==> src/design/res_regs.svh <==
// register offsets, field positions, reset values and timing counts for rail enable sequencing
`ifndef RES_REGS_SVH
`define RES_REGS_SVH

// register offsets
`define RES_OFF_EDGE_DLY 8'h15
`define RES_OFF_GOOD_MASK 8'h16
`define RES_OFF_SIX_CTL 8'h17
`define RES_OFF_STATUS 8'h1C
`define RES_OFF_GOOD_LO 8'h1D
`define RES_OFF_GOOD_HI 8'h1E

// writable bits per register
`define RES_WMASK_EDGE_DLY 8'h3F
`define RES_WMASK_GOOD_MASK 8'hFF
`define RES_WMASK_SIX_CTL 8'h3F

// reset values
`define RES_RST_EDGE_DLY 8'h00
`define RES_RST_GOOD_MASK 8'h00
`define RES_RST_SIX_CTL 8'h00

// status bit positions
`define RES_ST_FIVE_EN 0
`define RES_ST_SIX_EN 1
`define RES_ST_SRC_ACTIVE 2
`define RES_ST_GOOD_OK 3
`define RES_ST_FIVE_BUSY 4
`define RES_ST_FIVE_PIN 5

// power_good input positions
`define RES_PG_SHARED 8
`define RES_PG_SWITCH_B 9
`define RES_NUM_PG 10
`define RES_NUM_CTL 6

// delay figures in ms
`define RES_DLY_MS_0 0
`define RES_DLY_MS_1 2
`define RES_DLY_MS_2 4
`define RES_DLY_MS_3 8
`define RES_DLY_MS_4 16
`define RES_DLY_MS_5 24
`define RES_DLY_MS_6 32
`define RES_DLY_MS_7 64

// timing
`define RES_CLK_HZ 125000000
`define RES_MS_PER_S 1000
`define RES_CYC_PER_MS (`RES_CLK_HZ / `RES_MS_PER_S)
`define RES_CNT_W 24

`endif

==> src/design/res_pkg.sv <==
// types shared by the rail enable sequencing block
package res_pkg;

  typedef struct packed {
    logic [1:0] rsvd;
    logic [2:0] off_code;
    logic [2:0] on_code;
  } res_edge_dly_t;

  typedef struct packed {
    logic [1:0] rsvd;
    logic voltage_step;
    logic [2:0] enable_source;
    logic mask_shared_switch;
    logic mask_switch_b;
  } res_six_ctl_t;

  typedef enum logic [2:0] {
    RES_SRC_CONTROL_INPUT_ONE,
    RES_SRC_CONTROL_INPUT_TWO,
    RES_SRC_CONTROL_INPUT_FIVE,
    RES_SRC_CONTROL_INPUT_FOUR,
    RES_SRC_CONTROL_INPUT_THREE,
    RES_SRC_CONTROL_INPUT_THREE_CONTROL_INPUT_FOUR,
    RES_SRC_CONTROL_INPUT_SIX,
    RES_SRC_ALWAYS
  } res_src_t;

  typedef enum logic {
    RES_ST_STEADY,
    RES_ST_WAIT
  } res_dly_state_t;

endpackage

==> src/design/res_edge_delay.sv <==
// delays the rising and falling edges of one enable level by programmable times
`timescale 1ns/10ps
`include "res_regs.svh"

module res_edge_delay
  import res_pkg::*;
#(
  parameter int unsigned P_CYC_PER_MS = `RES_CYC_PER_MS,
  parameter int unsigned P_CNT_W = `RES_CNT_W
) (
  // clock and reset
  input wire logic i_clk_sys,
  input wire logic i_arst_n,
  // enable level and delay codes
  input wire logic i_level,
  input wire logic [2:0] i_on_code,
  input wire logic [2:0] i_off_code,
  // delayed level
  output logic o_level,
  output logic o_busy
);

  function automatic logic [6:0] dly_ms(input logic [2:0] code);
    logic [6:0] ms;
    ms = 7'(`RES_DLY_MS_0);
    case (code)
      3'h1: ms = 7'(`RES_DLY_MS_1);
      3'h2: ms = 7'(`RES_DLY_MS_2);
      3'h3: ms = 7'(`RES_DLY_MS_3);
      3'h4: ms = 7'(`RES_DLY_MS_4);
      3'h5: ms = 7'(`RES_DLY_MS_5);
      3'h6: ms = 7'(`RES_DLY_MS_6);
      3'h7: ms = 7'(`RES_DLY_MS_7);
      default: ms = 7'(`RES_DLY_MS_0);
    endcase
    return ms;
  endfunction

  res_dly_state_t state;
  logic [P_CNT_W-1:0] cnt;
  wire logic pending;
  wire logic [2:0] code;
  wire logic [P_CNT_W-1:0] target;
  wire logic [P_CNT_W-1:0] cnt_inc;
  wire logic expire;

  // rising edge uses the on code, falling edge the off code
  assign pending = i_level != o_level;
  assign code = i_level ? i_on_code : i_off_code;
  // nominal time only; the allowed spread is left for checks to absorb
  assign target = P_CNT_W'(32'(dly_ms(code)) * P_CYC_PER_MS);
  assign cnt_inc = cnt + P_CNT_W'(1);
  assign expire = cnt_inc >= target;

  // a level that reverts before expiry cancels the pending edge
  always_ff @(posedge i_clk_sys or negedge i_arst_n) begin
    if (!i_arst_n) begin
      state <= RES_ST_STEADY;
      cnt <= '0;
      o_level <= 1'b0;
    end else if (!pending || expire) begin
      state <= RES_ST_STEADY;
      cnt <= '0;
      o_level <= i_level;
    end else begin
      state <= RES_ST_WAIT;
      cnt <= cnt_inc;
    end
  end

  assign o_busy = state == RES_ST_WAIT;

endmodule

==> src/design/res_rail_seq.sv <==
// enable sequencing control for step-down rails five and six with register port
`timescale 1ns/10ps
`include "res_regs.svh"

module res_rail_seq
  import res_pkg::*;
#(
  parameter int unsigned P_CYC_PER_MS = `RES_CYC_PER_MS,
  parameter int unsigned P_CNT_W = `RES_CNT_W
) (
  // clock and reset
  input wire logic i_clk_sys,
  input wire logic i_arst_n,
  // register port
  input wire logic [7:0] i_reg_addr,
  input wire logic [7:0] i_reg_wdata,
  input wire logic i_reg_wr,
  input wire logic i_reg_rd,
  output logic [7:0] o_reg_rdata,
  // control inputs and rail five enable pin
  input wire logic [`RES_NUM_CTL-1:0] i_ctl,
  input wire logic i_rail_five_en_pin,
  // power_good inputs of the other rails
  input wire logic [`RES_NUM_PG-1:0] i_power_good,
  // rail controls
  output logic o_rail_five_en,
  output logic o_rail_six_en,
  output logic o_rail_six_voltage_step
);

  // ------------------------------------------------------------
  // input synchronisers
  // ------------------------------------------------------------

  localparam int unsigned NUM_SYNC = `RES_NUM_CTL + `RES_NUM_PG + 1;

  wire logic [NUM_SYNC-1:0] sync_in;
  logic [NUM_SYNC-1:0] sync_q;

  assign sync_in = {i_rail_five_en_pin, i_power_good, i_ctl};

  // a change is taken only once the second and third stages agree
  generate
    for (genvar gi = 0; gi < NUM_SYNC; gi++) begin : g_sync
      logic s1;
      logic s2;
      logic s3;
      wire logic next_q;

      assign next_q = (s2 == s3) ? s3 : sync_q[gi];

      always_ff @(posedge i_clk_sys or negedge i_arst_n) begin
        if (!i_arst_n) begin
          s1 <= 1'b0;
          s2 <= 1'b0;
          s3 <= 1'b0;
          sync_q[gi] <= 1'b0;
        end else begin
          s1 <= sync_in[gi];
          s2 <= s1;
          s3 <= s2;
          sync_q[gi] <= next_q;
        end
      end
    end
  endgenerate

  wire logic [`RES_NUM_CTL-1:0] ctl_q;
  wire logic [`RES_NUM_PG-1:0] good_q;
  wire logic five_pin_q;

  assign ctl_q = sync_q[`RES_NUM_CTL-1:0];
  assign good_q = sync_q[`RES_NUM_CTL+`RES_NUM_PG-1:`RES_NUM_CTL];
  assign five_pin_q = sync_q[NUM_SYNC-1];

  // ------------------------------------------------------------
  // register decode
  // ------------------------------------------------------------

  wire logic hit_edge_dly;
  wire logic hit_good_mask;
  wire logic hit_six_ctl;
  wire logic hit_status;
  wire logic hit_good_lo;
  wire logic hit_good_hi;
  wire logic wr_edge_dly;
  wire logic wr_good_mask;
  wire logic wr_six_ctl;

  assign hit_edge_dly = i_reg_addr == `RES_OFF_EDGE_DLY;
  assign hit_good_mask = i_reg_addr == `RES_OFF_GOOD_MASK;
  assign hit_six_ctl = i_reg_addr == `RES_OFF_SIX_CTL;
  assign hit_status = i_reg_addr == `RES_OFF_STATUS;
  assign hit_good_lo = i_reg_addr == `RES_OFF_GOOD_LO;
  assign hit_good_hi = i_reg_addr == `RES_OFF_GOOD_HI;

  assign wr_edge_dly = i_reg_wr & hit_edge_dly;
  assign wr_good_mask = i_reg_wr & hit_good_mask;
  assign wr_six_ctl = i_reg_wr & hit_six_ctl;

  // ------------------------------------------------------------
  // register write data
  // ------------------------------------------------------------

  wire logic [7:0] wdata_edge_dly;
  wire logic [7:0] wdata_good_mask;
  wire logic [7:0] wdata_six_ctl;

  // reserved-bit masks applied once, ahead of the register loads
  assign wdata_edge_dly = i_reg_wdata & `RES_WMASK_EDGE_DLY;
  assign wdata_good_mask = i_reg_wdata & `RES_WMASK_GOOD_MASK;
  assign wdata_six_ctl = i_reg_wdata & `RES_WMASK_SIX_CTL;

  // ------------------------------------------------------------
  // configuration registers
  // ------------------------------------------------------------

  res_edge_dly_t rail_five_edge_delays;
  logic [7:0] rail_six_good_mask_low;
  res_six_ctl_t rail_six_source_and_mask;

  wire res_edge_dly_t next_rail_five_edge_delays;
  wire logic [7:0] next_rail_six_good_mask_low;
  wire res_six_ctl_t next_rail_six_source_and_mask;

  // reserved bits never store, so they read back as zero
  assign next_rail_five_edge_delays = wr_edge_dly
    ? res_edge_dly_t'(wdata_edge_dly)
    : rail_five_edge_delays;

  assign next_rail_six_good_mask_low = wr_good_mask
    ? wdata_good_mask
    : rail_six_good_mask_low;

  // step bit is writable; keeping it constant at run time is up to software
  assign next_rail_six_source_and_mask = wr_six_ctl
    ? res_six_ctl_t'(wdata_six_ctl)
    : rail_six_source_and_mask;

  always_ff @(posedge i_clk_sys or negedge i_arst_n) begin
    if (!i_arst_n) begin
      rail_five_edge_delays <= res_edge_dly_t'(`RES_RST_EDGE_DLY);
    end else begin
      rail_five_edge_delays <= next_rail_five_edge_delays;
    end
  end

  always_ff @(posedge i_clk_sys or negedge i_arst_n) begin
    if (!i_arst_n) begin
      rail_six_good_mask_low <= `RES_RST_GOOD_MASK;
    end else begin
      rail_six_good_mask_low <= next_rail_six_good_mask_low;
    end
  end

  always_ff @(posedge i_clk_sys or negedge i_arst_n) begin
    if (!i_arst_n) begin
      rail_six_source_and_mask <= res_six_ctl_t'(`RES_RST_SIX_CTL);
    end else begin
      rail_six_source_and_mask <= next_rail_six_source_and_mask;
    end
  end

  // ------------------------------------------------------------
  // register field views
  // ------------------------------------------------------------

  // rail five delay codes
  wire logic [2:0] five_on_code;
  wire logic [2:0] five_off_code;

  assign five_on_code = rail_five_edge_delays.on_code;
  assign five_off_code = rail_five_edge_delays.off_code;

  // rail six source, masks and step
  wire logic [2:0] six_source_code;
  wire logic six_mask_shared;
  wire logic six_mask_switch_b;
  wire logic six_step;

  assign six_source_code = rail_six_source_and_mask.enable_source;
  assign six_mask_shared = rail_six_source_and_mask.mask_shared_switch;
  assign six_mask_switch_b = rail_six_source_and_mask.mask_switch_b;
  assign six_step = rail_six_source_and_mask.voltage_step;

  // ------------------------------------------------------------
  // rail five edge delays
  // ------------------------------------------------------------

  wire logic five_level;
  wire logic five_busy;

  res_edge_delay #(
    .P_CYC_PER_MS(P_CYC_PER_MS),
    .P_CNT_W(P_CNT_W)
  ) u_five_delay (
    .i_clk_sys(i_clk_sys),
    .i_arst_n(i_arst_n),
    .i_level(five_pin_q),
    .i_on_code(five_on_code),
    .i_off_code(five_off_code),
    .o_level(five_level),
    .o_busy(five_busy)
  );

  // extra flop keeps the top output straight from a register
  always_ff @(posedge i_clk_sys or negedge i_arst_n) begin
    if (!i_arst_n) begin
      o_rail_five_en <= 1'b0;
    end else begin
      o_rail_five_en <= five_level;
    end
  end

  // ------------------------------------------------------------
  // rail six enable source
  // ------------------------------------------------------------

  wire logic [7:0] src_vec;
  wire res_src_t src_sel;
  wire logic src_active;

  // entry order follows the source encoding; top entry is the constant one
  assign src_vec[RES_SRC_CONTROL_INPUT_ONE] = ctl_q[0];
  assign src_vec[RES_SRC_CONTROL_INPUT_TWO] = ctl_q[1];
  assign src_vec[RES_SRC_CONTROL_INPUT_FIVE] = ctl_q[4];
  assign src_vec[RES_SRC_CONTROL_INPUT_FOUR] = ctl_q[3];
  assign src_vec[RES_SRC_CONTROL_INPUT_THREE] = ctl_q[2];
  assign src_vec[RES_SRC_CONTROL_INPUT_THREE_CONTROL_INPUT_FOUR] = ctl_q[2] & ctl_q[3];
  assign src_vec[RES_SRC_CONTROL_INPUT_SIX] = ctl_q[5];
  assign src_vec[RES_SRC_ALWAYS] = 1'b1;

  assign src_sel = res_src_t'(six_source_code);
  assign src_active = src_vec[src_sel];

  // ------------------------------------------------------------
  // rail six power_good gating
  // ------------------------------------------------------------

  wire logic [`RES_NUM_PG-1:0] good_mask;
  wire logic [`RES_NUM_PG-1:0] good_pass;
  wire logic good_ok;
  wire logic next_rail_six_en;

  // a set mask bit forces its power_good term true
  assign good_mask[7:0] = rail_six_good_mask_low;
  assign good_mask[`RES_PG_SHARED] = six_mask_shared;
  assign good_mask[`RES_PG_SWITCH_B] = six_mask_switch_b;
  assign good_pass = good_q | good_mask;
  assign good_ok = &good_pass;
  assign next_rail_six_en = src_active & good_ok;

  always_ff @(posedge i_clk_sys or negedge i_arst_n) begin
    if (!i_arst_n) begin
      o_rail_six_en <= 1'b0;
    end else begin
      o_rail_six_en <= next_rail_six_en;
    end
  end

  // ------------------------------------------------------------
  // rail six voltage step
  // ------------------------------------------------------------

  // high selects 25 mV steps, low 10 mV
  always_ff @(posedge i_clk_sys or negedge i_arst_n) begin
    if (!i_arst_n) begin
      o_rail_six_voltage_step <= 1'b0;
    end else begin
      o_rail_six_voltage_step <= six_step;
    end
  end

  // ------------------------------------------------------------
  // configuration read words
  // ------------------------------------------------------------

  wire logic [7:0] edge_dly_word;
  wire logic [7:0] good_mask_word;
  wire logic [7:0] six_ctl_word;

  // packed structs flattened to plain bytes, so the read mux sees one type
  assign edge_dly_word = 8'(rail_five_edge_delays);
  assign good_mask_word = rail_six_good_mask_low;
  assign six_ctl_word = 8'(rail_six_source_and_mask);

  // ------------------------------------------------------------
  // status and read back
  // ------------------------------------------------------------

  wire logic [7:0] status_word;
  wire logic [7:0] good_lo_word;
  wire logic [7:0] good_hi_word;
  wire logic [7:0] rd_mux;
  wire logic [7:0] next_rdata;

  assign status_word[`RES_ST_FIVE_EN] = o_rail_five_en;
  assign status_word[`RES_ST_SIX_EN] = o_rail_six_en;
  assign status_word[`RES_ST_SRC_ACTIVE] = src_active;
  assign status_word[`RES_ST_GOOD_OK] = good_ok;
  assign status_word[`RES_ST_FIVE_BUSY] = five_busy;
  assign status_word[`RES_ST_FIVE_PIN] = five_pin_q;
  assign status_word[7:6] = 2'h0;

  assign good_lo_word = good_q[7:0];
  assign good_hi_word = {6'h00, good_q[`RES_PG_SWITCH_B:`RES_PG_SHARED]};

  // unmapped offsets read as zero
  assign rd_mux = hit_edge_dly ? edge_dly_word
    : hit_good_mask ? good_mask_word
    : hit_six_ctl ? six_ctl_word
    : hit_status ? status_word
    : hit_good_lo ? good_lo_word
    : hit_good_hi ? good_hi_word
    : 8'h00;

  // data stand for exactly one cycle after the strobe
  assign next_rdata = i_reg_rd ? rd_mux : 8'h00;

  always_ff @(posedge i_clk_sys or negedge i_arst_n) begin
    if (!i_arst_n) begin
      o_reg_rdata <= 8'h00;
    end else begin
      o_reg_rdata <= next_rdata;
    end
  end

endmodule

==> config.mk <==
export PLATFORM = sky130hd
export DESIGN_NAME = res_rail_seq
export DESIGN_NICKNAME = d
export VERILOG_FILES = /design/src/design/res_pkg.sv /design/src/design/res_edge_delay.sv /design/src/design/res_rail_seq.sv
export VERILOG_INCLUDE_DIRS = /design/src /design/src/design
export SDC_FILE = /design/constraint.sdc
export NUM_CORES = 1
export LEC_CHECK = 0
export BUFFER_PORTS_ARGS = -buffer_cell sky130_fd_sc_hd__buf_2
export CAP_MARGIN = 15
export CORE_MARGIN = 3
export CORE_UTILIZATION = 25
export DETAILED_ROUTE_END_ITERATION = 10
export SETUP_SLACK_MARGIN = 0.05
export SYNTH_ARGS = -nofsm -noshare
export SYNTH_HDL_FRONTEND = slang
export SYNTH_SLANG_ARGS = --single-unit
==> constraint.sdc <==
create_clock -name i_clk_sys -period 11.6 [get_ports i_clk_sys]
set_input_delay 0 -clock i_clk_sys [delete_from_list [all_inputs] [get_ports i_clk_sys]]
set_output_delay 0 -clock i_clk_sys [all_outputs]
set_load 0.05 [all_outputs]
After elaboration in Yosys (flattened, before gate mapping)
Index checks and enable logic that the tools add are counted.
Operators by class
  add/subtract/negate cells: 1
  $mul: 1
  divide/modulo/power cells: 0
  $lt $le $gt $ge: 2
  equal/unequal tests: 31
  shift operators: 0
  muxes and demuxes: 13
  bitwise operators: 6
  reduce and logical (&&, ||, !) cells: 3
Operators with widths (number)
  $pmux 7 s7: 1
  $eq 8x5->1 const B: 6
  $mux 8: 6
  $add 24x1->24 const B: 1
  $ge 24x24->1: 1
  $mux 24: 1
  $mul 7x14->21 const B: 1
  $eq 1x1->1: 17
  $eq 3x3->1 const B: 4
  $or 10x10->10: 1
  $reduce_and 10->1: 1
  $eq 3x2->1 const B: 2
  $and 1x1->1: 5
  $lt 3x4->1 const B: 1
  $bmux 1 s3: 1
  $eq 3x1->1 const B: 1
  $mux 3: 1
  $mux 1: 2
  $mux 2: 1
  $logic_not 1->1: 1
  $logic_or 1x1->1: 1
  $ne 1x1->1: 1
Word-level totals
  register bits: 125
  latch bits: 0
  RAM bits: 0
  ROM bits: 0
  input port bits: 37
  output and inout port bits: 11
  logic and storage cells: 139
  memories kept: 0

Longest topological paths before layout
Gate-level depths: netlist of the first run.
  depth after elaboration: 8
  depth in mapped cells: 28
  gate-level depth less buffers: 26

Cells and area by module
A second synthesis of the first run with hierarchy kept.
Unflattened totals
  cell total of the unflattened synthesis: 529
  area total of the unflattened synthesis: 6296.0 sq um
Modules (own cells, without submodules)
  res_rail_seq: times used 1, cells each 226, area each 3474.6 sq um, sequential area each 2477.4 sq um
  res_edge_delay: times used 1, cells each 303, area each 2821.5 sq um, sequential area each 650.6 sq um

Worst setup path after synthesis of the first run
OpenSTA, ideal clock, no wires.
  kind: register to register
  start: reg sync_q[16] (netlist: five_pin_q)
  end: reg u_five_delay.o_level
  library setup time: 0.128 ns
  arrival: 5.924 ns
  required time: 11.472 ns
  path slack: 5.548 ns
  cell stages (with the launch flop): 22
  buffers on the path: 1
  period minus slack after synthesis: 6.052 ns
  cells stage by stage: dfrtp_1 buf_4 mux2_2 nor2_1 o21ai_0 fa_1 inv_1 ha_1 fa_1 ha_1 ha_1 and4_1 a221o_1 or2_2 xnor2_1 ha_1 a21oi_1 o221ai_1 a21o_1 a2111oi_2 nand3_2 mux2_1
On the way
  cells in the longest elaborated chain, start to end: 6
  elaborated cells between the ends (all ways): 14
  those cells by class: mul: 1; order compare: 1; eq/ne: 8; mux: 2; reduce/logical: 2
Ends and longest elaborated chain
  start: declaration: RTL line res_rail_seq.sv:38  | logic [NUM_SYNC-1:0] sync_q;
  start signal: indexed assignment: RTL line res_rail_seq.sv:62  | sync_q[gi] <= next_q;
  $mux 3: RTL line res_edge_delay.sv:49  | assign code = i_level ? i_on_code : i_off_code;
  $eq 3x3->1, or another cell as far along: RTL line res_edge_delay.sv:26  | case (code)
  $pmux 7 s7: RTL line res_edge_delay.sv:26
  $mul 7x14->21: RTL line res_edge_delay.sv:51  | assign target = P_CNT_W'(32'(dly_ms(code)) * P_CYC_PER_MS);
  $ge 24x24->1: RTL line res_edge_delay.sv:53  | assign expire = cnt_inc >= target;
  $logic_or 1x1->1: RTL line res_edge_delay.sv:61  | end else if (!pending || expire) begin
  end signal: assignment: RTL line res_edge_delay.sv:64  | o_level <= i_level;
  end: declaration: RTL line res_edge_delay.sv:19  | output logic o_level,
Several ways; a longest one is shown, not always the timed one.
A chain may end at the register's enable or synchronous reset.

Final worst setup path of the first run
Same ends and word-level chain as after synthesis.

==> results of run 1 <==
==> routing by layer <==
metal	share of wire [%]	track usage [%]
met5	0	0
met4	1.4	3.691
met3	3.7	2.485
met2	43	14.82
met1	52	14.22
==> sequential cells by signal (all words and copies together) (netlist names), 3 cells and up <==
signal / flops
g_sync.s3: 17
ctl_q: 6
five_off_code: 3
u_five_delay.cnt: 24
six_source_code: 3
o_reg_rdata: 8
good_mask_word: 8
good_lo_word: 8
g_sync.s2: 17
five_on_code: 3
g_sync.s1: 17
==> power breakdown <==
part	internal (mW)	total [mW]	switching [mW]
registers	0.458	0.474	0.0161
logic	0.0400	0.0918	0.0518
clock network	0.325	0.529	0.203
total	0.823	1.09	0.271
==> tightest hold or removal path, delay by kind of cell <==
kind            cells  cell delay [ns]
compound gates      2             0.17
buf+inv             1             0.15
simple gates        2             0.15
==> worst min-delay path by stage <==
stage                                to          start  slack, ns  depth (start not counted)
2_1_floorplan      ctl_q[0]$_DFFE_PN0N_       i_arst_n      -0.30                          0
3_3_place_gp     g_sync[1].s1$_DFF_PN0_       i_arst_n       0.07                          1
3_5_place_dp     g_sync[1].s1$_DFF_PN0_       i_arst_n       0.07                          1
4_1_cts        o_reg_rdata[4]$_DFF_PN0_  i_reg_addr[3]       0.07                          5
5_1_grt        o_reg_rdata[4]$_DFF_PN0_  i_reg_addr[3]       0.11                          5
6_report       o_reg_rdata[4]$_DFF_PN0_  i_reg_addr[3]       0.10                          5
==> synthesized netlist by cell type, types with 2 or more instances <==
cell type                  instances  area [um^2]
sky130_fd_sc_hd__nand2_1          28        105.1
sky130_fd_sc_hd__o22ai_1           5        31.28
sky130_fd_sc_hd__nand3_1          17        85.08
sky130_fd_sc_hd__and3_1            5        31.28
sky130_fd_sc_hd__nor3_1            8        40.04
sky130_fd_sc_hd__nor2b_1          22        137.6
sky130_fd_sc_hd__inv_1            30        112.6
sky130_fd_sc_hd__fa_1              6        120.1
sky130_fd_sc_hd__xnor2_1          23        201.4
sky130_fd_sc_hd__nor2_1           34        127.6
sky130_fd_sc_hd__ha_1             60        750.7
sky130_fd_sc_hd__xor2_1           13        113.9
sky130_fd_sc_hd__a211oi_1          2        15.01
sky130_fd_sc_hd__a21o_1            5        37.54
sky130_fd_sc_hd__mux2i_1           5        50.05
sky130_fd_sc_hd__maj3_1           17        170.2
sky130_fd_sc_hd__o21bai_1          2        15.01
sky130_fd_sc_hd__a22oi_1           2        15.01
sky130_fd_sc_hd__a32oi_1           2        17.52
sky130_fd_sc_hd__nand4_1           7        43.79
sky130_fd_sc_hd__buf_2             2        10.01
sky130_fd_sc_hd__a21oi_1          23        115.1
sky130_fd_sc_hd__mux2_2           21        236.5
sky130_fd_sc_hd__a221oi_1          3        26.28
sky130_fd_sc_hd__buf_4             3        22.52
sky130_fd_sc_hd__and4_1            5        43.79
sky130_fd_sc_hd__dfrtp_1         125         3128
sky130_fd_sc_hd__o31ai_1           2        15.01
sky130_fd_sc_hd__nand2b_1          2        12.51
sky130_fd_sc_hd__o21ai_0          12        60.06
==> cell families after synthesis <==
group / synth area share (%)
AO/OA/AOI/OAI: 7.383
buffers and inverters: 2.528
other: 0.06062
XOR/XNOR: 5.097
flip-flops: 50.57
multiplexers: 5.643
adder cells (fa/ha/maj): 16.83
AND/OR/NAND/NOR: 11.89
==> cells in the final DEF (no fill, tap or decap), types with 3 or more instances in the layout <==
master and instances:
sky130_fd_sc_hd__inv_6 4, sky130_fd_sc_hd__xnor2_1 23, sky130_fd_sc_hd__nor3_1 8, sky130_fd_sc_hd__o22ai_1 5, sky130_fd_sc_hd__dlygate4sd3_1 27, sky130_fd_sc_hd__o21ai_0 12, sky130_fd_sc_hd__and3_1 5, sky130_fd_sc_hd__a21o_1 5
sky130_fd_sc_hd__fa_1 6, sky130_fd_sc_hd__nor2_1 34, sky130_fd_sc_hd__a221oi_1 3, sky130_fd_sc_hd__xor2_1 13, sky130_fd_sc_hd__mux2i_1 5, sky130_fd_sc_hd__a21oi_1 23, sky130_fd_sc_hd__and4_1 5, sky130_fd_sc_hd__nor2b_1 22
sky130_fd_sc_hd__maj3_1 17, sky130_fd_sc_hd__mux2_2 21, sky130_fd_sc_hd__nand4_1 7, sky130_fd_sc_hd__nand2_1 28, sky130_fd_sc_hd__inv_1 30, sky130_fd_sc_hd__nand3_1 17, sky130_fd_sc_hd__clkinvlp_4 5, sky130_fd_sc_hd__clkbuf_16 17
sky130_fd_sc_hd__ha_1 60, sky130_fd_sc_hd__dfrtp_1 125, sky130_fd_sc_hd__buf_2 46
==> layout make-up <==
| type | count | area share (%) |
|---|---|---|
| Clock buffer | 18 | 5.732 |
| Clock inverter | 14 | 2.058 |
| Inverter | 31 | 1.519 |
| Multi-Input combinational cell | 358 | 37.92 |
| Sequential cell | 125 | 40.83 |
| Tap cell | 319 | 5.210 |
| Timing Repair Buffer | 75 | 6.729 |
==> through the flow <==
| stage | area, um^2 | power (mW) | util (%) |
|---|---|---|---|
| finish | 7661 | 1.094 | 32.06 |
| global route | 7661 | 1.144 | 32.06 |
| CTS | 7661 | 1.113 | 32.06 |
| detailed placement | 6794 | 0.5683 | 28.44 |
| global placement | 6794 | 0.5668 | 28.44 |
| floorplan | 6190 | 0.5341 | - |
==> timing repair <==
item / 4_1_cts / 5_1_grt
endpoints found under the hold margin: 96 / 0
hold buffers: 27 / 0
endpoints found under the setup margin: 0 / 0
==> flow_summary.json, run 1 <==
{
  "finalNonFillerCells": 940,
  "power_per_cell_area_nw_per_um2": 142.8,
  "reg2reg_slack_ns": 4.45,
  "max_slew.worst_pin.slew_ns": 0.9001,
  "buffer_ports.inserted": 47,
  "clkSlewWorstSetupHoldPaths_ns": 0.06,
  "synth.ff_latch_count": 125,
  "grt_usage_pct": 10.03,
  "grt_antenna_before_repair": 0,
  "cts_max_level": 4,
  "timing.critical_path.required_ns": 11.90,
  "register_area_um2": 3128,
  "crit_slowest_cell": "sky130_fd_sc_hd__dfrtp_1",
  "filler_cell_count": 2362,
  "worst_setup_path_startpoint": "five_pin_q$_DFFE_PN0N_",
  "die_y_um": 163.3,
  "setup_tns_ns": 0,
  "min_cycle_time_layout_ns": 7.150,
  "initial_utilization_pct": 25.89,
  "floorplan.die.width_um": 163.3,
  "tritoncts": "yes",
  "cp.arrival_ns": 7.45,
  "critical_path_depth": 20,
  "numCtsBuffers": 17,
  "final_layout_size_suffix_gt1_share_pct": 18.52,
  "synth-async-reset-ratio_pct": 100.0,
  "row_count": 56,
  "synth_ff_type": "sky130_fd_sc_hd__dfrtp_1",
  "numClockSinks": 125,
  "drt-vias-per-instance": 4.307,
  "maximum_number_of_pins_on_one_net_before_global_route_repair": 75,
  "drc_errors": 0,
  "detailedRoute.firstPassIterationCount": 4,
  "reg2regPathDepth": 20,
  "relative_area_change_from_synthesis_to_final_layout_pct": 23.85,
  "worst-path-buf-inv": 1,
  "r2r_start": "five_pin_q$_DFFE_PN0N_",
  "final_slew_viol_count": 0,
  "root_buffer": "sky130_fd_sc_hd__clkbuf_16",
  "worst_clock_skew_ns": 0.01762,
  "dieArea_um2": 26670,
  "clock_latency_on_the_worst_skew_pair_ns": 0.42,
  "design.portCount": 48,
  "wire_length_of_the_first_global_routing_pass_mm": 21.09,
  "worstPathCellList": "mux2_2 -> nor2_1 -> o21ai_0 -> fa_1 -> inv_1 -> ha_1 -> fa_1 -> ha_1 -> ha_1 -> and4_1 -> a221o_1 -> or2_2 -> xnor2_1 -> ha_1 -> a21oi_1 -> o221ai_1 -> a21o_1 -> a2111oi_2 -> nand3_2 -> mux2_1",
  "syn_avg_cell_area_um2": 11.90,
  "leakage_nw": 3.657,
  "detail_route.wirelength_mm": 12.42,
  "ctsLongestPathBuffers": 2,
  "core_area_um2": 23890,
  "combined_area_of_the_multi_input_logic_cells_um2": 2905,
  "nets": 711,
  "route.vias.total": 4049,
  "synth_seq_area_share_pct": 50.57,
  "category_of_the_worst_setup_path_launch_point": "register",
  "setup_ws_ns": 4.450,
  "detailedRoute.firstIterationViolations": 259,
  "grt_setup_unrepaired": "no",
  "timing.hold.worst.class": "primary input to register",
  "gpl.final_weighted_congestion": 0.8440,
  "critPathTopFamily": "adder cells",
  "synthesis.yosys.warnings": 0,
  "path_max_fanout": 25,
  "syn_inst": 520,
  "final.hold.worst_slack_ns": 0.1002,
  "timing.max_cap.violations": 0,
  "crit_path_end": "u_five_delay.o_level$_DFFE_PN0P_",
  "run_status": "finished clean",
  "period_share_pct": 61.64,
  "end_kind": "register",
  "overflow": 0,
  "timing.final.hold_violations": 0,
  "worst_slew_margin_rel_pct": 40.00,
  "number_of_global_route_vias_before_repair": 4078,
  "worstSetupPathType": "register to register",
  "postcts_resize_cnt": 0,
  "ant_nets": 0,
  "setup_viol": 0,
  "routed_wire_length_per_instance_um": 13.22,
  "netlist_area_um2": 6186,
  "max-vdd-ir-drop_mv": 0.09000,
  "regToRegEndpoint": "u_five_delay.o_level$_DFFE_PN0P_",
  "synth-edff-count": 0,
  "dp_hpwl_mm": 9.234,
  "achievable-frequency_ghz": 0.1399,
  "yosys.cell_types.count": 59,
  "cpMostUsedCell": "sky130_fd_sc_hd__ha_1",
  "placed_cells_incl_taps": 881,
  "post_cts_buffers": 0,
  "insertedDiodeCount": 0,
  "critPathMaxStageDelay_ns": 0.59,
  "placement.setup.worst_slack_ns": 4.511
}
(Power assumes the default switching activity.)
==> run 2, diff against run 1 <==
==> constraint.sdc (replaced) <==
create_clock -name i_clk_sys -period 6.7 [get_ports i_clk_sys]
set_input_delay 0 -clock i_clk_sys [delete_from_list [all_inputs] [get_ports i_clk_sys]]
set_output_delay 0 -clock i_clk_sys [all_outputs]
set_load 0.05 [all_outputs]
==> run 2 against run 1 <==
Maximum frequency rose by 15%; setup slack got worse by 4.0 ns; core utilization rose by 0.10 points; clock power rose by 71%; via count rose by 0.91%; die area did not move; clock-buffer cell count did not move; register-to-register slack got worse by 4.0 ns; critical endpoint is now u_five_delay.cnt[4]$_DFF_PN0_; design area rose by 0.33%; critical path type unchanged; routed wire length rose by 1.4%.
==> flow_summary.json, run 2 (synthesis gave the netlist of run 1 again) <==
{
  "setup_tns_ns": 0,
  "timing.critical_path.required_ns": 7.04,
  "core_area_um2": 23890,
  "max_flop_register": "u_five_delay.cnt",
  "final.hold.worst_slack_ns": 0.09097,
  "final_slew_viol_count": 0,
  "detailedRoute.firstIterationViolations": 215,
  "worst_clock_skew_ns": 0.01736,
  "initial_utilization_pct": 25.89,
  "end_kind": "register",
  "worst_slew_margin_rel_pct": 39.96,
  "overflow": 0,
  "run_status": "finished clean",
  "max_slew.worst_pin.slew_ns": 0.9006,
  "grt_setup_unrepaired": "no",
  "routed_wire_length_per_instance_um": 13.34,
  "buffer_ports.inserted": 47,
  "period_share_pct": 92.55,
  "insertedDiodeCount": 0,
  "dpl-instance-area_um2": 6824,
  "path_max_fanout": 24,
  "grt_antenna_before_repair": 0,
  "floorplan.die.width_um": 163.3,
  "combinationalPowerShare_pct": 8.6,
  "root_buffer": "sky130_fd_sc_hd__clkbuf_16",
  "tritoncts": "yes",
  "timing.final.hold_violations": 0,
  "grt_usage_pct": 10.09,
  "numClockSinks": 125,
  "detail_route.wirelength_mm": 12.60,
  "relative_area_change_from_synthesis_to_final_layout_pct": 24.25,
  "numCtsBuffers": 17,
  "wire_length_of_the_first_global_routing_pass_mm": 21.09,
  "power.internal_mw": 1.419,
  "route.vias.total": 4086,
  "placement.setup.worst_slack_ns": 0.3332,
  "top_signal_layer_used": "met4",
  "cts_max_level": 4,
  "category_of_the_worst_setup_path_launch_point": "register",
  "power.clock.fraction_pct": 47.9,
  "detailedRoute.firstPassIterationCount": 4,
  "mostFrequentLayoutCells": "sky130_fd_sc_hd__dfrtp_1 (124), sky130_fd_sc_hd__ha_1 (60), sky130_fd_sc_hd__buf_2 (46)",
  "min_cycle_time_layout_ns": 6.201,
  "leakage_nw": 3.680,
  "timing.hold.worst.class": "primary input to register",
  "met3_length_um": 460,
  "max-vdd-ir-drop_mv": 0.1702,
  "power_per_cell_area_nw_per_um2": 245.7,
  "largest_register_ffs": 24,
  "drc_errors": 0,
  "number_of_global_route_vias_before_repair": 4106,
  "nets": 715,
  "power_switching_share_pct": 24.84,
  "power.total_mw": 1.888,
  "timing.max_cap.violations": 0,
  "portion_of_total_power_attributed_to_sequential_cells_pct": 43.5,
  "clkSlewWorstSetupHoldPaths_ns": 0.06,
  "maximum_number_of_pins_on_one_net_before_global_route_repair": 75,
  "gpl.final_weighted_congestion": 0.8011,
  "wl_met1_mm": 6.428,
  "setup_viol": 0,
  "setup_ws_ns": 0.4995,
  "detailroute.wirelength.met2_mm": 5.504,
  "placed_cells_incl_taps": 885,
  "finalNonFillerCells": 944,
  "row_count": 56,
  "clock_latency_on_the_worst_skew_pair_ns": 0.42,
  "drt-vias-per-instance": 4.328,
  "design_area_um2": 7686,
  "ctsLongestPathBuffers": 2,
  "achievable-frequency_ghz": 0.1613,
  "die_y_um": 163.3,
  "final_core_utilization_pct": 32.17,
  "cp.arrival_ns": 6.54,
  "design.portCount": 48,
  "dieArea_um2": 26670,
  "worstSetupPathType": "register to register",
  "layout_commonest_cell": "sky130_fd_sc_hd__dfrtp_1",
  "final_layout_size_suffix_gt1_share_pct": 19.20,
  "ant_nets": 0,
  "total_switching_power_mw": 0.4691,
  "dp_hpwl_mm": 9.453
}
run 2: worst paths after layout:
kind	startpoint	end	slack, ns	depth (start not counted)
max in group asynchronous	i_arst_n	five_on_code[0]$_DFFE_PN0P_	5.27	3
min	i_reg_addr[3]	o_reg_rdata[4]$_DFF_PN0_	0.09	5
min reg2reg	g_sync[12].s1$_DFF_PN0_	g_sync[12].s2$_DFF_PN0_	0.35	0
max reg2reg	five_pin_q$_DFFE_PN0N_	u_five_delay.cnt[4]$_DFF_PN0_	0.50	23
max	five_pin_q$_DFFE_PN0N_	u_five_delay.cnt[4]$_DFF_PN0_	0.50	23
min in group asynchronous	i_arst_n	g_sync[1].s1$_DFF_PN0_	0.27	2
run 2: per-layer routing:
metal | GRT usage [%] | vias to the layer above
met1 | 14.06 | 1977
met4 | 3.960 | 0
met5 | 0 | -
met3 | 2.409 | 15
met2 | 15.14 | 70
li1 | - | 2024
run 2: timing repair:
item | 4_1_cts | 5_1_grt
resized for setup | 0 | 2
hold endpoints to repair | 118 | 0
setup buffers | 0 | 0
setup endpoints to repair | 0 | 25
hold buffers | 27 | 0
run 2: power groups by stage:
stage	sequential [mW]	clock, mW	combinational (mW)
finish	0.822	0.905	0.162
global route	0.827	0.965	0.184
CTS	0.821	0.932	0.165
detailed placement	0.835	0	0.151
global placement	0.834	0	0.150
floorplan	0.828	0	0.0963
run 2: cell type report:
class | count | area (um^2)
fill | 2381 | 16210
sequential | 125 | 3129
multi-input combinational | 358 | 2909
timing repair buffer | 79 | 545.5
clock buffer | 18 | 429.2
tap | 319 | 399.1
clock inverter | 14 | 157.7
inverter | 31 | 116.4
run 2: critical path: stages, from the launching register on:
cell and delay, ns:
sky130_fd_sc_hd__dfrtp_2 0.51, sky130_fd_sc_hd__mux2_4 0.37, sky130_fd_sc_hd__nor2_1 0.11, sky130_fd_sc_hd__inv_1 0.08, sky130_fd_sc_hd__nor2_1 0.25, sky130_fd_sc_hd__inv_1 0.13
sky130_fd_sc_hd__fa_1 0.51, sky130_fd_sc_hd__inv_1 0.06, sky130_fd_sc_hd__ha_1 0.30, sky130_fd_sc_hd__fa_1 0.46, sky130_fd_sc_hd__ha_1 0.30, sky130_fd_sc_hd__ha_1 0.35
sky130_fd_sc_hd__and4_1 0.21, sky130_fd_sc_hd__a221o_1 0.35, sky130_fd_sc_hd__or2_2 0.30, sky130_fd_sc_hd__xnor2_1 0.17, sky130_fd_sc_hd__ha_1 0.27, sky130_fd_sc_hd__a21oi_1 0.16
sky130_fd_sc_hd__o221ai_1 0.13, sky130_fd_sc_hd__a21o_1 0.20, sky130_fd_sc_hd__a2111oi_2 0.38, sky130_fd_sc_hd__nand3_2 0.14, sky130_fd_sc_hd__buf_4 0.24, sky130_fd_sc_hd__nor2b_1 0.13
==> run 3, diff against run 2 <==
==> constraint.sdc (replaced) <==
create_clock -name i_clk_sys -period 5.65 [get_ports i_clk_sys]
set_input_delay 0 -clock i_clk_sys [delete_from_list [all_inputs] [get_ports i_clk_sys]]
set_output_delay 0 -clock i_clk_sys [all_outputs]
set_load 0.05 [all_outputs]
==> run 3 against run 2 <==
Clock power is 25% higher; first-iteration DRC count is 20% lower; global-route usage rose by 0.27 points; critical path type unchanged; critical endpoint is now u_five_delay.o_level$_DFFE_PN0P_; largest cell class is now multi-input combinational cells.
==> flow_summary.json, run 3 (synthesis gave the netlist of run 1 again) <==
{
  "critPathMaxStageDelay_ns": 0.49,
  "crit_slowest_cell": "sky130_fd_sc_hd__dfrtp_2",
  "timing.max_cap.violations": 0,
  "cpMostUsedCell": "sky130_fd_sc_hd__inv_2",
  "max-vdd-ir-drop_mv": 0.2002,
  "grt_setup_unrepaired": "yes",
  "wire_length_of_the_first_global_routing_pass_mm": 21.89,
  "initial_utilization_pct": 25.89,
  "path_max_fanout": 6,
  "core_area_um2": 23890,
  "achievable-frequency_ghz": 0.1814,
  "period_share_pct": 97.57,
  "root_buffer": "sky130_fd_sc_hd__clkbuf_16",
  "die_y_um": 163.3,
  "tritoncts": "yes",
  "power_per_cell_area_nw_per_um2": 286.9,
  "cts_max_level": 4,
  "clkSlewWorstSetupHoldPaths_ns": 0.06,
  "leakage_nw": 3.827,
  "nets": 740,
  "detail_route.wirelength_mm": 13.01,
  "numCtsBuffers": 17,
  "final.hold.worst_slack_ns": 0.07872,
  "dpl-instance-area_um2": 7081,
  "final_core_utilization_pct": 34.23,
  "dp_hpwl_mm": 9.533,
  "setup_ws_ns": 0.1373,
  "max_flop_register": "u_five_delay.cnt",
  "ctsLongestPathBuffers": 2,
  "floorplan.die.width_um": 163.3,
  "gpl.final_weighted_congestion": 0.7838,
  "insertedDiodeCount": 0,
  "detailedRoute.firstIterationViolations": 171,
  "buffer_ports.inserted": 47,
  "clock_latency_on_the_worst_skew_pair_ns": 0.41,
  "number_of_global_route_vias_before_repair": 4231,
  "ant_nets": 0,
  "timing.hold.worst.class": "primary input to register",
  "routed_wire_length_per_instance_um": 13.43,
  "setup_tns_ns": 0,
  "grt_antenna_before_repair": 0,
  "timing.critical_path.required_ns": 5.94,
  "design_area_um2": 8179,
  "design.portCount": 48,
  "placed_cells_incl_taps": 906,
  "maximum_number_of_pins_on_one_net_before_global_route_repair": 83,
  "placement.setup.worst_slack_ns": -0.08608,
  "largest_register_ffs": 24,
  "final_slew_viol_count": 0,
  "finalNonFillerCells": 969,
  "setup_viol": 0,
  "timing.final.hold_violations": 0,
  "dieArea_um2": 26670,
  "row_count": 56,
  "layout_commonest_cell": "sky130_fd_sc_hd__dfrtp_1",
  "drc_errors": 0,
  "mostFrequentLayoutCells": "sky130_fd_sc_hd__dfrtp_1 (124), sky130_fd_sc_hd__ha_1 (53), sky130_fd_sc_hd__buf_2 (46)",
  "numClockSinks": 125,
  "end_kind": "register",
  "worst_clock_skew_ns": 0.006933,
  "relative_area_change_from_synthesis_to_final_layout_pct": 32.22,
  "route.vias.total": 4159,
  "max_slew.worst_pin.slew_ns": 0.9737,
  "power.total_mw": 2.346,
  "run_status": "finished clean",
  "worst_slew_margin_rel_pct": 35.09,
  "worstSetupPathType": "register to register",
  "drt-vias-per-instance": 4.292,
  "cp.arrival_ns": 5.80,
  "worstPathCellList": "mux2_4 -> buf_4 -> nand2_2 -> nor2_4 -> inv_2 -> fa_1 -> inv_2 -> ha_1 -> inv_1 -> fa_1 -> inv_2 -> ha_4 -> ha_4 -> and4_1 -> a221o_1 -> buf_4 -> o41ai_4 -> xor2_1 -> ha_1 -> a21o_1 -> a2111oi_4 -> nand3_2 -> mux2_4",
  "detailedRoute.firstPassIterationCount": 4,
  "overflow": 0,
  "final_layout_size_suffix_gt1_share_pct": 27.54,
  "category_of_the_worst_setup_path_launch_point": "register",
  "grt_usage_pct": 10.36,
  "min_cycle_time_layout_ns": 5.513
}
-- run 3: worst max-delay path, delay by kind of cell, from the launching register on --
kind                     cells  cell delay, ns
AO/OA/AOI/OAI                4            1.08
flip-flops                   1            0.49
XOR/XNOR                     1            0.27
adder cells (fa/ha/maj)      6            1.93
buffers and inverters        6            0.50
AND/OR/NAND/NOR              4            0.57
multiplexers                 2            0.56
-- run 3: repair_timing --
action	in CTS	in global routing
hold endpoints to repair	87	0
hold buffers	27	0
setup endpoints to repair	25	25
resized for setup	3	31
buffers inserted	0	4
cloned	0	0
pin swaps	2	21
-- run 3: area by class of cell --
class / count / area [um^2]
tap: 319 / 399.1
sequential: 125 / 3129
timing repair buffer: 104 / 745.7
clock buffer: 21 / 470.5
fill: 2327 / 15710
inverter: 31 / 116.4
clock inverter: 11 / 152.6
multi-input combinational: 358 / 3166
-- run 3: where the power goes --
group / switching [mW] / internal [mW] / total (mW)
registers: 0.0351 / 0.940 / 0.976
clock network: 0.397 / 0.733 / 1.13
logic: 0.123 / 0.117 / 0.241
total: 0.556 / 1.79 / 2.35
-- run 3: worst paths after layout --
path	end	slack, ns	cells after the start	startpoint
max	u_five_delay.o_level$_DFFE_PN0P_	0.14	23	five_pin_q$_DFFE_PN0N_
min	o_reg_rdata[4]$_DFF_PN0_	0.08	5	i_reg_addr[3]
max reg2reg	u_five_delay.o_level$_DFFE_PN0P_	0.14	23	five_pin_q$_DFFE_PN0N_
min reg2reg	g_sync[3].s2$_DFF_PN0_	0.35	0	g_sync[3].s1$_DFF_PN0_
max in group asynchronous	five_pin_q$_DFFE_PN0N_	4.09	3	i_arst_n
min in group asynchronous	g_sync[4].s2$_DFF_PN0_	0.14	2	i_arst_n
-- run 3: per-layer routing --
layer	track usage (%)	up-vias	part of all wire, %
met3	2.206	22	3.3
met4	3.806	0	1.7
met5	0	-	0
li1	-	2066	-
met2	15.25	72	45
met1	14.95	1999	50
